--- config.mk ---
export PLATFORM = sky130hd
export DESIGN_NAME = rfpc_top
export DESIGN_NICKNAME = d
export VERILOG_FILES = /design/src/include/rfpc_pkg.sv /design/src/design/rfpc_sync.sv /design/src/design/rfpc_rail.sv /design/src/design/rfpc_top.sv
export SDC_FILE = /design/constraint.sdc
export NUM_CORES = 1
export LEC_CHECK = 0
export ABC_AREA = 0
export BUFFER_PORTS_ARGS = -buffer_cell sky130_fd_sc_hd__buf_4
export CAP_MARGIN = 25
export CORE_MARGIN = 2
export CORE_UTILIZATION = 30
export DETAILED_ROUTE_END_ITERATION = 16
export PLACE_DENSITY = 0.42
export SLEW_MARGIN = 5
export SYNTH_ARGS = -nofsm -noshare
export SYNTH_HDL_FRONTEND = slang
export SYNTH_HIERARCHICAL = 1
export SYNTH_SLANG_ARGS = --single-unit
--- constraint.sdc ---
create_clock -name clk_sys_in -period 2.59 [get_ports clk_sys_in]
set_input_delay 0.6475 -clock clk_sys_in [delete_from_list [all_inputs] [get_ports clk_sys_in]]
set_output_delay 0.6475 -clock clk_sys_in [all_outputs]
set_load 0.1 [all_outputs]
--- src/include/rfpc_pkg.sv ---
package rfpc_pkg;
  // --------------------------------------------------------------------------
  // Clock and timing.
  // --------------------------------------------------------------------------
  localparam int unsigned CLK_HZ = 50_000_000;
  localparam int unsigned CLK_NS = 20;
  localparam int unsigned EN_FILT_NS = 250;
  localparam int unsigned EN_FILT_CYC = (EN_FILT_NS + CLK_NS - 1) / CLK_NS;
  localparam int unsigned OC_DELAY_US = 256;
  localparam int unsigned OC_DELAY_CYC = OC_DELAY_US * (CLK_HZ / 1_000_000);
  localparam int unsigned OC_OFF_MS = 4;
  localparam int unsigned OC_OFF_CYC = OC_OFF_MS * (CLK_HZ / 1_000);
  localparam int unsigned PS1_DELAY_SW = 8;
  localparam int unsigned OPEN_LOOP_SW = 8;
  localparam int unsigned BUS_NAK_CLKS = 4;

  // --------------------------------------------------------------------------
  // Phase shed bands and reference codes.
  // --------------------------------------------------------------------------
  localparam logic [1:0] SHED_NONE = 2'h0;
  localparam logic [1:0] SHED_THREE = 2'h3;
  localparam logic [1:0] REF_NORMAL = 2'h0;
  localparam logic [1:0] REF_LOW_250MV = 2'h1;
  localparam logic [1:0] REF_TEST_1V = 2'h2;

  // Rail fault states.
  typedef enum logic [1:0] {RFPC_RUN, RFPC_SOFT, RFPC_HICCUP} rfpc_rail_t;
  // Power state.
  typedef enum logic [1:0] {RFPC_FULL, RFPC_WAIT, RFPC_LIGHT} rfpc_ps_t;
endpackage : rfpc_pkg

--- src/design/rfpc_sync.sv ---
`timescale 1ns/10ps
// Two flip-flop synchroniser for a vector of pin levels.
module rfpc_sync #(
  parameter int W = 1
) (
  input wire logic clk_sys_in,
  input wire logic rst_n_in,
  input wire logic [W-1:0] async_in,
  output logic [W-1:0] sync_out
);
  logic [W-1:0] meta_q;

  // --------------------------------------------------------------------------
  // Only the second stage is visible outside.
  // --------------------------------------------------------------------------
  always_ff @(posedge clk_sys_in or negedge rst_n_in) begin
    if (!rst_n_in) begin
      meta_q <= '0;
      sync_out <= '0;
    end else begin
      meta_q <= async_in;
      sync_out <= meta_q;
    end
  end
endmodule : rfpc_sync

--- src/design/rfpc_rail.sv ---
`timescale 1ns/10ps
// Fault manager for one output rail.
module rfpc_rail #(
  parameter int unsigned OC_DELAY = rfpc_pkg::OC_DELAY_CYC,
  parameter int unsigned OC_OFF = rfpc_pkg::OC_OFF_CYC
) (
  input wire logic clk_sys_in,
  input wire logic rst_n_in,
  input wire logic sw_tick_in,
  input wire logic en_ok_in,
  input wire logic en_rise_in,
  input wire logic uvlo_in,
  input wire logic ea_high_in,
  input wire logic ov_in,
  input wire logic oc_in,
  input wire logic sense_hiz_in,
  input wire logic sense_abn_in,
  input wire logic pre_power_in,
  input wire logic vout_uv_in,
  input wire logic bus_err_in,
  input wire logic peer_stop_in,
  input wire logic peer_hiccup_in,
  output logic latched_out,
  output logic stop_out,
  output logic hiccup_out,
  output logic ea_dis_out,
  output logic ready_n_out,
  output logic ov_out,
  output logic [1:0] ref_out
);
  logic [3:0] ol_cnt_q;
  logic ol_q, os_q, ov_q;
  logic [31:0] oc_cnt_q;
  rfpc_pkg::rfpc_rail_t st_q;
  logic peer_hic_q;
  wire soft_fault = ~en_ok_in | uvlo_in | peer_stop_in;
  wire supply_fault = ol_q | os_q | ov_q;
  wire os_check = pre_power_in | sense_abn_in;

  // --------------------------------------------------------------------------
  // Latched faults; only reset (bias cycling) clears them, except over-voltage.
  // --------------------------------------------------------------------------
  always_ff @(posedge clk_sys_in or negedge rst_n_in) begin
    if (!rst_n_in) begin
      ol_cnt_q <= '0;
      ol_q <= 1'b0;
      os_q <= 1'b0;
      ov_q <= 1'b0;
    end else begin
      if (!ea_high_in) ol_cnt_q <= '0;
      else if (sw_tick_in && ol_cnt_q < 4'(rfpc_pkg::OPEN_LOOP_SW)) ol_cnt_q <= ol_cnt_q + 4'h1;
      if (ol_cnt_q == 4'(rfpc_pkg::OPEN_LOOP_SW)) ol_q <= 1'b1;
      if (os_check && sense_hiz_in) os_q <= 1'b1;
      if (ov_in) ov_q <= 1'b1; // Set wins over the enable clear.
      else if (en_rise_in) ov_q <= 1'b0;
    end
  end

  // --------------------------------------------------------------------------
  // Over-current persistence and hiccup timing.
  // --------------------------------------------------------------------------
  always_ff @(posedge clk_sys_in or negedge rst_n_in) begin
    if (!rst_n_in) begin
      st_q <= rfpc_pkg::RFPC_RUN;
      oc_cnt_q <= '0;
      peer_hic_q <= 1'b0;
    end else begin
      peer_hic_q <= peer_hiccup_in;
      case (st_q)
        rfpc_pkg::RFPC_RUN: begin
          // Only the peer's entry into hiccup is followed; following its level would let
          // the two rails re-arm each other for ever.
          if (peer_hiccup_in && !peer_hic_q) begin
            st_q <= rfpc_pkg::RFPC_HICCUP;
            oc_cnt_q <= '0;
          end else if (oc_in) begin
            oc_cnt_q <= oc_cnt_q + 32'h1;
            if (oc_cnt_q + 32'h1 >= OC_DELAY) begin
              st_q <= rfpc_pkg::RFPC_HICCUP;
              oc_cnt_q <= '0;
            end
          end else oc_cnt_q <= '0;
        end
        rfpc_pkg::RFPC_HICCUP: begin
          oc_cnt_q <= oc_cnt_q + 32'h1;
          if (oc_cnt_q + 32'h1 >= OC_OFF) begin
            st_q <= rfpc_pkg::RFPC_RUN;
            oc_cnt_q <= '0;
          end
        end
        default: st_q <= rfpc_pkg::RFPC_RUN;
      endcase
    end
  end

  wire hic = (st_q == rfpc_pkg::RFPC_HICCUP);
  wire ea_d = supply_fault | soft_fault | hic;
  wire rdy_bad = ea_d | vout_uv_in;
  wire [1:0] ref_d = (supply_fault | soft_fault | hic) ? rfpc_pkg::REF_LOW_250MV : rfpc_pkg::REF_NORMAL;
  logic unused_bus;
  assign unused_bus = bus_err_in; // Bus faults leave ready and amplifier alone. R16

  // --------------------------------------------------------------------------
  // Registered outputs.
  // --------------------------------------------------------------------------
  always_ff @(posedge clk_sys_in or negedge rst_n_in) begin
    if (!rst_n_in) begin
      latched_out <= 1'b0;
      stop_out <= 1'b1;
      hiccup_out <= 1'b0;
      ea_dis_out <= 1'b1;
      ready_n_out <= 1'b1;
      ov_out <= 1'b0;
      ref_out <= rfpc_pkg::REF_LOW_250MV;
    end else begin
      latched_out <= supply_fault;
      stop_out <= supply_fault | soft_fault;
      hiccup_out <= hic;
      ea_dis_out <= ea_d;
      ready_n_out <= rdy_bad & ~unused_bus | rdy_bad;
      ov_out <= ov_q & ov_in;
      ref_out <= ref_d;
    end
  end
endmodule : rfpc_rail

--- src/design/rfpc_top.sv ---
`timescale 1ns/10ps
// Contract
// Shed level band code selects none, one, two or three disabled phases.
// Shed level taken at power-up and followed while running.
// Switching clock divider rescales with active phase count.
// Integrator should not shed phases with external sync clock.
// Light-load command selects single-phase operation.
// Eight switching cycles pass before entering light-load state.
// Deep sleep state is not supported.
// Address strap high enters test mode booting to one volt.
// Open loop, open sense, over-voltage latched until reset.
// Over-voltage also cleared by enable rising again.
// Other faults self-clear when the condition goes away.
// Faults except bus and output undervoltage disable error amplifier.
// Faults except bus drop ready; ready returns when all clear.
// Reference goes to 250 mV on faults, unchanged on undervoltage.
// Over-current acts after 256 us, then 4 ms off hiccup.
// Bus fault answered with negative acknowledge four bus clocks later.
// Enable filtered for 250 ns against chatter.
// Enable low sets fault latch, enable high clears it.
// Error amplifier high for eight switching cycles latches open loop.
// Sense lines checked before power-up; high impedance latches fault.
// Abnormal sense environment repeats check while running.
// Fault handling duplicated for both rails.
// Latched, enable, lockout stop other rail; over-current hiccups both.
// Over-voltage indicator high only while over-voltage persists.
// Analog comparisons arrive as synchronised digital inputs.
module rfpc_top #(
  parameter int unsigned OC_DELAY = rfpc_pkg::OC_DELAY_CYC,
  parameter int unsigned OC_OFF = rfpc_pkg::OC_OFF_CYC,
  parameter int unsigned SW_DIV = 40
) (
  input wire logic clk_sys_in,
  input wire logic rst_n_in,
  input wire logic [1:0] phase_shed_level_in,
  input wire logic light_load_cmd_in,
  input wire logic full_power_cmd_in,
  input wire logic addr_strap_in,
  input wire logic enable_in,
  input wire logic uvlo_in,
  input wire logic bus_clk_in,
  input wire logic [1:0] bus_err_in,
  input wire logic [1:0] ea_high_in,
  input wire logic [1:0] ov_in,
  input wire logic [1:0] oc_in,
  input wire logic [1:0] sense_hiz_in,
  input wire logic [1:0] sense_abn_in,
  input wire logic [1:0] vout_uv_in,
  output logic [1:0] shed_count_out,
  output logic sw_tick_out,
  output logic light_load_state_out,
  output logic test_mode_out,
  output logic [1:0] regulator_ready_out,
  output logic [1:0] ea_disable_out,
  output logic [1:0] overvoltage_indicator_out,
  output logic [1:0] rail_stop_out,
  output logic [3:0] reference_level_out,
  output logic bus_nak_out
);
  // --------------------------------------------------------------------------
  // Pin synchronisation.
  // --------------------------------------------------------------------------
  localparam int NS = 22;
  logic [NS-1:0] s;
  rfpc_sync #(.W(NS)) u_sync (
    .clk_sys_in(clk_sys_in),
    .rst_n_in(rst_n_in),
    .async_in({phase_shed_level_in, light_load_cmd_in, full_power_cmd_in, addr_strap_in, enable_in, uvlo_in,
               bus_clk_in, bus_err_in, ea_high_in, ov_in, oc_in, sense_hiz_in, sense_abn_in, vout_uv_in}),
    .sync_out(s)
  );
  wire [1:0] shed_s = s[21:20];
  wire ll_s = s[19];
  wire fp_s = s[18];
  wire strap_s = s[17];
  wire en_s = s[16];
  wire uvlo_s = s[15];
  wire bclk_s = s[14];
  wire [1:0] berr_s = s[13:12];
  wire [1:0] eah_s = s[11:10];
  wire [1:0] ov_s = s[9:8];
  wire [1:0] oc_s = s[7:6];
  wire [1:0] hiz_s = s[5:4];
  wire [1:0] abn_s = s[3:2];
  wire [1:0] uv_s = s[1:0];

  // --------------------------------------------------------------------------
  // Enable filter: level must hold for the blank time before it is taken.
  // --------------------------------------------------------------------------
  logic [3:0] en_cnt_q;
  logic en_f_q, en_prev_q, pre_q, strap_done_q;
  wire en_rise = en_f_q & ~en_prev_q;
  always_ff @(posedge clk_sys_in or negedge rst_n_in) begin
    if (!rst_n_in) begin
      en_cnt_q <= '0;
      en_f_q <= 1'b0;
      en_prev_q <= 1'b0;
    end else begin
      en_prev_q <= en_f_q;
      if (en_s == en_f_q) en_cnt_q <= '0;
      else if (en_cnt_q + 4'h1 >= 4'(rfpc_pkg::EN_FILT_CYC)) begin
        en_f_q <= en_s;
        en_cnt_q <= '0;
      end else en_cnt_q <= en_cnt_q + 4'h1;
    end
  end

  // --------------------------------------------------------------------------
  // Shed decode, sampled at power-up and followed thereafter.
  // --------------------------------------------------------------------------
  logic [1:0] shed_q;
  logic ps_light;
  wire [1:0] shed_d = ps_light ? rfpc_pkg::SHED_THREE : shed_s;
  always_ff @(posedge clk_sys_in or negedge rst_n_in) begin
    if (!rst_n_in) begin
      shed_q <= rfpc_pkg::SHED_NONE;
      pre_q <= 1'b1;
      strap_done_q <= 1'b0;
      test_mode_out <= 1'b0;
    end else begin
      shed_q <= shed_d;
      if (en_f_q) pre_q <= 1'b0; // Sense check window closes at power-up.
      // The strap is taken at the first filtered enable, once the synchroniser holds its real level.
      if (!strap_done_q && en_f_q) begin
        strap_done_q <= 1'b1;
        test_mode_out <= strap_s;
      end
    end
  end

  // --------------------------------------------------------------------------
  // Switching clock: the per-phase period scales with active phase count.
  // --------------------------------------------------------------------------
  logic [15:0] div_q;
  wire [15:0] div_lim = 16'(SW_DIV * (4 - int'(shed_q)));
  always_ff @(posedge clk_sys_in or negedge rst_n_in) begin
    if (!rst_n_in) begin
      div_q <= '0;
      sw_tick_out <= 1'b0;
    end else begin
      sw_tick_out <= (div_q + 16'h1 >= div_lim);
      div_q <= (div_q + 16'h1 >= div_lim) ? 16'h0 : div_q + 16'h1;
    end
  end

  // --------------------------------------------------------------------------
  // Power state: only full and light-load; deep sleep is never entered.
  // --------------------------------------------------------------------------
  rfpc_pkg::rfpc_ps_t ps_q;
  logic [3:0] ps_cnt_q;
  assign ps_light = (ps_q == rfpc_pkg::RFPC_LIGHT);
  always_ff @(posedge clk_sys_in or negedge rst_n_in) begin
    if (!rst_n_in) begin
      ps_q <= rfpc_pkg::RFPC_FULL;
      ps_cnt_q <= '0;
    end else begin
      case (ps_q)
        rfpc_pkg::RFPC_FULL: if (ll_s) begin
          ps_q <= rfpc_pkg::RFPC_WAIT;
          ps_cnt_q <= '0;
        end
        rfpc_pkg::RFPC_WAIT: if (fp_s) ps_q <= rfpc_pkg::RFPC_FULL;
        else if (sw_tick_out) begin
          ps_cnt_q <= ps_cnt_q + 4'h1;
          if (ps_cnt_q + 4'h1 >= 4'(rfpc_pkg::PS1_DELAY_SW)) ps_q <= rfpc_pkg::RFPC_LIGHT;
        end
        rfpc_pkg::RFPC_LIGHT: if (fp_s) ps_q <= rfpc_pkg::RFPC_FULL;
        default: ps_q <= rfpc_pkg::RFPC_FULL;
      endcase
    end
  end

  // --------------------------------------------------------------------------
  // Bus fault: negative acknowledge after four bus clock rising edges.
  // --------------------------------------------------------------------------
  logic bclk_prev_q;
  logic [2:0] nak_cnt_q;
  logic nak_busy_q;
  wire bclk_rise = bclk_s & ~bclk_prev_q;
  always_ff @(posedge clk_sys_in or negedge rst_n_in) begin
    if (!rst_n_in) begin
      bclk_prev_q <= 1'b0;
      nak_cnt_q <= '0;
      nak_busy_q <= 1'b0;
      bus_nak_out <= 1'b0;
    end else begin
      bclk_prev_q <= bclk_s;
      bus_nak_out <= 1'b0;
      if (!nak_busy_q && |berr_s) begin
        nak_busy_q <= 1'b1;
        nak_cnt_q <= '0;
      end else if (nak_busy_q && bclk_rise) begin
        nak_cnt_q <= nak_cnt_q + 3'h1;
        if (nak_cnt_q + 3'h1 >= 3'(rfpc_pkg::BUS_NAK_CLKS)) begin
          bus_nak_out <= 1'b1;
          nak_busy_q <= 1'b0;
        end
      end
    end
  end

  // --------------------------------------------------------------------------
  // Two rail fault managers with cross-rail stop and hiccup.
  // --------------------------------------------------------------------------
  logic [1:0] stop_w, hic_w, eadis_w, rdyn_w, ov_w, lat_w;
  logic [1:0] ref_w [2];
  genvar g;
  generate
    for (g = 0; g < 2; g++) begin : g_rail
      rfpc_rail #(.OC_DELAY(OC_DELAY), .OC_OFF(OC_OFF)) u_rail (
        .clk_sys_in(clk_sys_in),
        .rst_n_in(rst_n_in),
        .sw_tick_in(sw_tick_out),
        .en_ok_in(en_f_q),
        .en_rise_in(en_rise),
        .uvlo_in(uvlo_s),
        .ea_high_in(eah_s[g]),
        .ov_in(ov_s[g]),
        .oc_in(oc_s[g]),
        .sense_hiz_in(hiz_s[g]),
        .sense_abn_in(abn_s[g]),
        .pre_power_in(pre_q),
        .vout_uv_in(uv_s[g]),
        .bus_err_in(berr_s[g]),
        .peer_stop_in(lat_w[1-g]),
        .peer_hiccup_in(hic_w[1-g]),
        .latched_out(lat_w[g]),
        .stop_out(stop_w[g]),
        .hiccup_out(hic_w[g]),
        .ea_dis_out(eadis_w[g]),
        .ready_n_out(rdyn_w[g]),
        .ov_out(ov_w[g]),
        .ref_out(ref_w[g])
      );
    end
  endgenerate

  // --------------------------------------------------------------------------
  // Top outputs registered once more.
  // --------------------------------------------------------------------------
  always_ff @(posedge clk_sys_in or negedge rst_n_in) begin
    if (!rst_n_in) begin
      shed_count_out <= rfpc_pkg::SHED_NONE;
      light_load_state_out <= 1'b0;
      regulator_ready_out <= '0;
      ea_disable_out <= 2'h3;
      overvoltage_indicator_out <= '0;
      rail_stop_out <= 2'h3;
      reference_level_out <= {rfpc_pkg::REF_LOW_250MV, rfpc_pkg::REF_LOW_250MV};
    end else begin
      shed_count_out <= shed_q;
      light_load_state_out <= ps_light;
      regulator_ready_out <= ~rdyn_w;
      ea_disable_out <= eadis_w;
      overvoltage_indicator_out <= ov_w;
      rail_stop_out <= stop_w | hic_w;
      reference_level_out <= test_mode_out && !(|lat_w) ? {rfpc_pkg::REF_TEST_1V, rfpc_pkg::REF_TEST_1V}
                                                         : {ref_w[1], ref_w[0]};
    end
  end

  // --------------------------------------------------------------------------
  // Checks.
  // --------------------------------------------------------------------------
  a_ov_latch_hold: assert property (@(posedge clk_sys_in) disable iff (!rst_n_in)
    g_rail[0].u_rail.ov_q && !en_rise |=> g_rail[0].u_rail.ov_q) else $error("ov latch lost");
  a_ready_low_ea: assert property (@(posedge clk_sys_in) disable iff (!rst_n_in)
    eadis_w[0] |=> !regulator_ready_out[0]) else $error("ready high in fault");
  a_nak_after_err: assert property (@(posedge clk_sys_in) disable iff (!rst_n_in)
    bus_nak_out |-> $past(nak_busy_q)) else $error("nak without error");
  a_light_wait: assert property (@(posedge clk_sys_in) disable iff (!rst_n_in)
    $rose(ps_light) |-> $past(ps_q) == rfpc_pkg::RFPC_WAIT) else $error("light without wait");
  a_light_shed: assert property (@(posedge clk_sys_in) disable iff (!rst_n_in)
    ps_light |=> shed_q == rfpc_pkg::SHED_THREE) else $error("light not single phase");
  a_ov_ind: assert property (@(posedge clk_sys_in) disable iff (!rst_n_in)
    overvoltage_indicator_out[0] |-> $past(ov_s[0], 2)) else $error("ov indicator");
  a_en_filter: assert property (@(posedge clk_sys_in) disable iff (!rst_n_in)
    $changed(en_f_q) |-> $past(en_s, 2) == en_f_q) else $error("enable unfiltered");
  a_hic_both: assert property (@(posedge clk_sys_in) disable iff (!rst_n_in)
    $rose(hic_w[0]) |=> ##[0:2] hic_w[1] || !hic_w[0]) else $error("peer not in hiccup");
  c_light: cover property (@(posedge clk_sys_in) ps_light);
  c_nak: cover property (@(posedge clk_sys_in) bus_nak_out);
  c_hiccup: cover property (@(posedge clk_sys_in) hic_w[0]);
endmodule : rfpc_top

* Word level (Yosys, flattened, before mapping)
Cells that the tools add are included.
** Storage, ports and cells
- Bits in registers :: 199
- Bits of input ports :: 24
- Logic and storage cells :: 209
** Cells by class
- $add $sub $neg :: 9
- $mul :: 1
- Magnitude comparators :: 10
- Eq/ne operators :: 21
- Mux-type cells :: 52
- Bitwise operators :: 31
- Reductions and logical operators :: 33
** Operators with widths (number)
- two-way mux 32 bit :: 8
- one-hot mux 32 bit (2 select lines) :: 2
- adder 32 x 1 -> 32 bit, second input constant :: 2
- >= comparator 32 x 14 -> 1 bit, second input constant :: 2
- >= comparator 32 x 18 -> 1 bit, second input constant :: 2
- two-way mux 4 bit :: 10
- multiplier 3 x 32 -> 13 bit, first input constant :: 1
- two-way mux 2 bit :: 14
- OR 1 bit :: 17
- adder 16 x 1 -> 16 bit, second input constant :: 1
- adder 4 x 1 -> 4 bit, second input constant :: 4
- >= comparator 16 bit :: 1
- two-way mux 16 bit :: 1
- nonzero test 2 bit :: 7
- != test 3 x 2 -> 1 bit, second input constant :: 4
- two-way mux 1 bit :: 11
- logical AND 1 bit :: 10
- == test 4 bit, second input constant :: 2
- >= comparator 4 bit, second input constant :: 2
- < comparator 4 bit, second input constant :: 2
- != test 2 x 1 -> 1 bit, second input constant :: 4
- != test 2 bit, second input constant :: 4
- one-hot mux 2 bit (2 select lines) :: 2
- one-hot mux 4 bit (2 select lines) :: 1
- other kinds (19) :: 43

* Logic depth before layout (Yosys ltp)
- Depth in word-level cells :: 8
- Depth in mapped cells :: 11
- Gate-level depth less buffers :: 11

* Modules after synthesis
The synthesis kept the hierarchy.
** Modules (own cells, without submodules)
- rfpc_rail at g_rail[0].u_rail :: times used 1, cells each 277, area an instance 2768.9 sq um, seq. area each 1179.9 sq um
- rfpc_rail at g_rail[1].u_rail :: times used 1, cells each 259, area an instance 2625.0 sq um, seq. area each 1179.9 sq um
- rfpc_top :: times used 1, cells each 207, area an instance 2401.1 sq um, seq. area each 1385.1 sq um
- rfpc_sync :: times used 1, cells each 44, area an instance 1101.1 sq um, seq. area each 1101.1 sq um

* Worst setup path before layout
No wires, ideal clock.
- Kind :: register to register
- Start point :: reg g_rail[1].u_rail.oc_cnt_q[0]
- End point :: reg g_rail[1].u_rail.oc_cnt_q[14]
- Arrival time :: 2627 ps
- Required time :: 2510 ps
- Setup slack :: -118 ps
- Stages on the path, launching flop included :: 12
- Path buffers :: 3
- Period minus slack after synthesis :: 2708 ps
- Cell sequence :: dfrtp_1 > ha_1 > nand4_2 > or4_1 > buf_2 > or4_1 > o311ai_1 > nand4_1 > a21o_1 > buf_6 > buf_12 > nor3_2
** On the way
- Cells in the longest elaborated chain, start to end :: 6
- Elaborated cells between the ends (all ways) :: 8
- Classes of those cells :: add/sub (1); order compare (2); mux (5)
** Ends and longest elaborated chain
- start: declaration :: RTL line rfpc_rail.sv:33 : logic [31:0] oc_cnt_q;
- start signal: assignment :: RTL line rfpc_rail.sv:77 : oc_cnt_q <= oc_cnt_q + 32'h1;
- start signal: assignment :: RTL line rfpc_rail.sv:85 : oc_cnt_q <= oc_cnt_q + 32'h1;
- adder 32 x 1 -> 32 bit (*)
- >= comparator 32 x 14 -> 1 bit :: RTL line rfpc_rail.sv:78 : if (oc_cnt_q + 32'h1 >= OC_DELAY) begin
- two-way mux 32 bit :: RTL line rfpc_rail.sv:78
- two-way mux 32 bit :: RTL line rfpc_rail.sv:76 : end else if (oc_in) begin
- two-way mux 32 bit :: RTL line rfpc_rail.sv:73 : if (peer_hiccup_in && !peer_hic_q) begin
- one-hot mux 32 bit (2 select lines) (*) :: RTL line rfpc_rail.sv:69 : case (st_q)
Mark *: on every way between the ends. The rest lies on a longest branch, timed or not.
A chain may end at the register's enable or synchronous reset.

* Worst setup path after layout
- Start point :: reg g_rail[1].u_rail.oc_cnt_q[1]
- End point :: reg g_rail[1].u_rail.oc_cnt_q[6]
Same word-level chain as after synthesis.

==> results.ini <==
[outcome]
run_status = finished, final reports clean

[sta]
drv_slew = 0
hold-worst-slack_ps = 219.1
post-route-period-util_pct = 98.15
worstMarginPinSlew_ps = 586.1
slew-limit-headroom_pct = 60.93
fmax_ghz = 0.3934
hold_viol_final = 0
rsz0062_at_grt = true
finClkSkew_ps = 11.07
setup_violations = 0
period_needed_ps = 2542

[synth]
synthFlopType = dfrtp_1
synth_edf_count = 0
ys_seq_elements = 193
synth_area_um2 = 8896
synth_area_leaders = dfrtp_1 (51%), dfstp_2 (3.8%), xnor2_1 (3.6%), ha_1 (2.8%), nand4_1 (2.4%)
synthArstFlopShare_pct = 100.0
synth_top_cells_by_count = dfrtp_1 (180), nor2_1 (43), nor3_1 (38), xnor2_1 (37), nand3_1 (36)
ys_seq_area_share_pct = 54.47
synth_top_area_share_pct = 50.63
avgSynthCellArea_um2 = 11.30
yosys_warnings = 6
yosys.cell_count.top_type = dfrtp_1
synth_top_cell_by_area = dfrtp_1
syn_inst = 787
synthDistinctLibCells = 84

[grt]
grt_pass1_vias = 6187
overflow = 0
grt_max_degree = 67
antenna_found_initial = 0
track_usage_pct = 13.07
grt_pass1_wl_um = 32020

[cts]
clockBufferDepth = 2
insertion_delay_ps = 440
htreeDepth = 4
clkTransAtPathRegs_ps = 80
cts_hold_buf = 0
cts_tree = yes
root_buffer = clkbuf_16
cts_inserted_buffers = 17
cts_sinks = 193

[pwr]
cellPowerDensity_nw_per_um2 = 620.4
power_mw = 7.059
p_leak_nw = 4.668
peakVddDrop_mv = 0.6802

[die]
die_width_um = 176.2
fp.dieH_um = 176.2
core_um2 = 29400
io_pins = 42
dieArea_um2 = 31050
start_util_pct = 30.26
rows = 63

[cells_and_area]
final_area_um2 = 11380
drive_gt1_share_pct = 30.55
multiInputGateArea_um2 = 4164
syn2layout_area_growth_pct = 27.92
fill_cells = 2875
post-route-util_pct = 38.70
fin_cells = 1349
nNetsFinal = 990
num_antenna_cells = 0
register_area_um2 = 4850

[placement]
dpl_cell_area_um2 = 10440
dp_cells = 1311
io_buffers = 41
place_congestion = 0.7767
dp_hpwl_um = 13450

[setup_path]
path_cells = ha_4, nand4_4, or4_4, or4_1, o311ai_1, nand4_1, a21o_1, buf_12, nor3_1
r2r_start = g_rail[1].u_rail/oc_cnt_q[1]
crit_slowest_cell = or4_1
worst_setup_path_start_kind = register
arrival_ps = 2900
path_max_fanout = 19
end_kind = register
cp_slowest_stage_delay_ps = 530
required_ps = 2950
crit_start = g_rail[1].u_rail/oc_cnt_q[1]
path_class = reg2reg

[routing]
wire_per_inst_um = 14.23
via_count = 6261
first_iter_violations = 247
drc_errors = 0
wl_um = 19200
first_pass_iters = 4
via_per_inst = 4.641
drtAntennaViolNets = 0

[run]
max-cap-violations = 0

[worst_hold_path]
hold_path_class = in2async

==> cell type report <==
type                       count  share of cell area [%]
multi-input combinational    565                   36.59
inverter                      35                   1.154
clock buffer                  18                   3.771
sequential                   193                   42.62
clock inverter                14                   1.484
tap                          390                   4.288
timing repair buffer         134                   10.09
==> layout by cell type (no fill, tap or decap), drive strengths merged, types with 4 or more instances in the layout <==
cell type,synthesis,final
xnor2,37,37
conb,3,37
nand2,36,37
nor2,43,43
dfstp,13,13
o21ai,15,15
or2,13,13
nor3b,9,9
nand2b,12,12
a21oi,18,18
xor2,20,20
nor4,20,20
nand4,38,38
clkinv,0,4
ha,20,20
and2,13,13
a211oi,8,8
and3,14,14
and4,4,4
inv,35,42
o211ai,4,4
clkbuf,2,19
buf,27,133
dfrtp,180,180
nor3,58,58
o31ai,4,4
nor2b,18,18
nand3,41,41
nand3b,6,6
o22ai,4,4
or3,7,7
a211o,4,4
==> routing by layer <==
metal / part of all wire (%) / track usage [%] / vias to the layer above
li1: - / - / 3115
met1: 50 / 18.22 / 3058
met2: 46 / 20.13 / 70
met3: 2.8 / 2.821 / 18
met4: 1.3 / 4.442 / 0
met5: 0 / 0 / -
==> metrics by stage <==
step | worst slack [ps] | setup TNS [ps]
floorplan | -31.35 | -104.6
global placement | -15.94 | -37.78
detailed placement | -16.83 | -19.19
CTS | 6.989 | 0
global route | -62.89 | -1116
finish | 47.82 | 0
==> report_power, final <==
part	switching, mW	internal (mW)
registers	0.193	3.24
clock network	1.28	1.38
logic	0.583	0.377
total	2.06	5.00
==> registers in the layout, indices dropped and copies added (netlist names), 3 cells and up <==
register and flops:
g_rail.u_rail/oc_cnt_q 64, u_sync/meta_q 22, u_sync/sync_out 22, div_q 16
g_rail.u_rail/ol_cnt_q 8, en_cnt_q 4, ps_cnt_q 4, reference_level_out 4
nak_cnt_q 3
==> critical path: cells and delay by family, from the launching register on <==
family | cells | cell delay, ps
simple gates | 5 | 1390
compound gates | 2 | 310
fa+ha+maj | 1 | 170
flops | 1 | 390
buf+inv | 1 | 170
==> cell families (layout without fill, tap and decap cells) <==
logic type | count (synthesis) | count (layout) | share of synthesized area [%]
DFF | 193 | 193 | 54.47
buffers and inverters | 64 | 201 | 3.643
other | 3 | 37 | 0.1266
AOI/OAI and AO/OA | 100 | 100 | 8.650
adders and majority gates | 20 | 20 | 2.813
and+or+nand+nor | 344 | 345 | 23.97
muxes | 6 | 6 | 0.7173
xor gates and xnor gates | 57 | 57 | 5.612
==> repair_timing <==
item,4_1_cts,5_1_grt
pin swaps,0,16
hold endpoints to repair,0,0
setup buffers,0,5
setup endpoints to repair,10,48
resized for setup,2,59
gates cloned,0,1
==> final timing paths <==
kind / endpoint / slack (ps) / depth (start not counted)
max: g_rail[1].u_rail/oc_cnt_q[6] / 50 / 9
min: g_rail[0].u_rail/oc_cnt_q[5] / 220 / 1
max reg2reg: g_rail[1].u_rail/oc_cnt_q[6] / 50 / 9
min reg2reg: u_sync/sync_out[12] / 350 / 0
max in group asynchronous: pre_q / 1700 / 2
min in group clk_sys_in: u_sync/meta_q[4] / 300 / 1
Power figures use the tool's default switching activity.
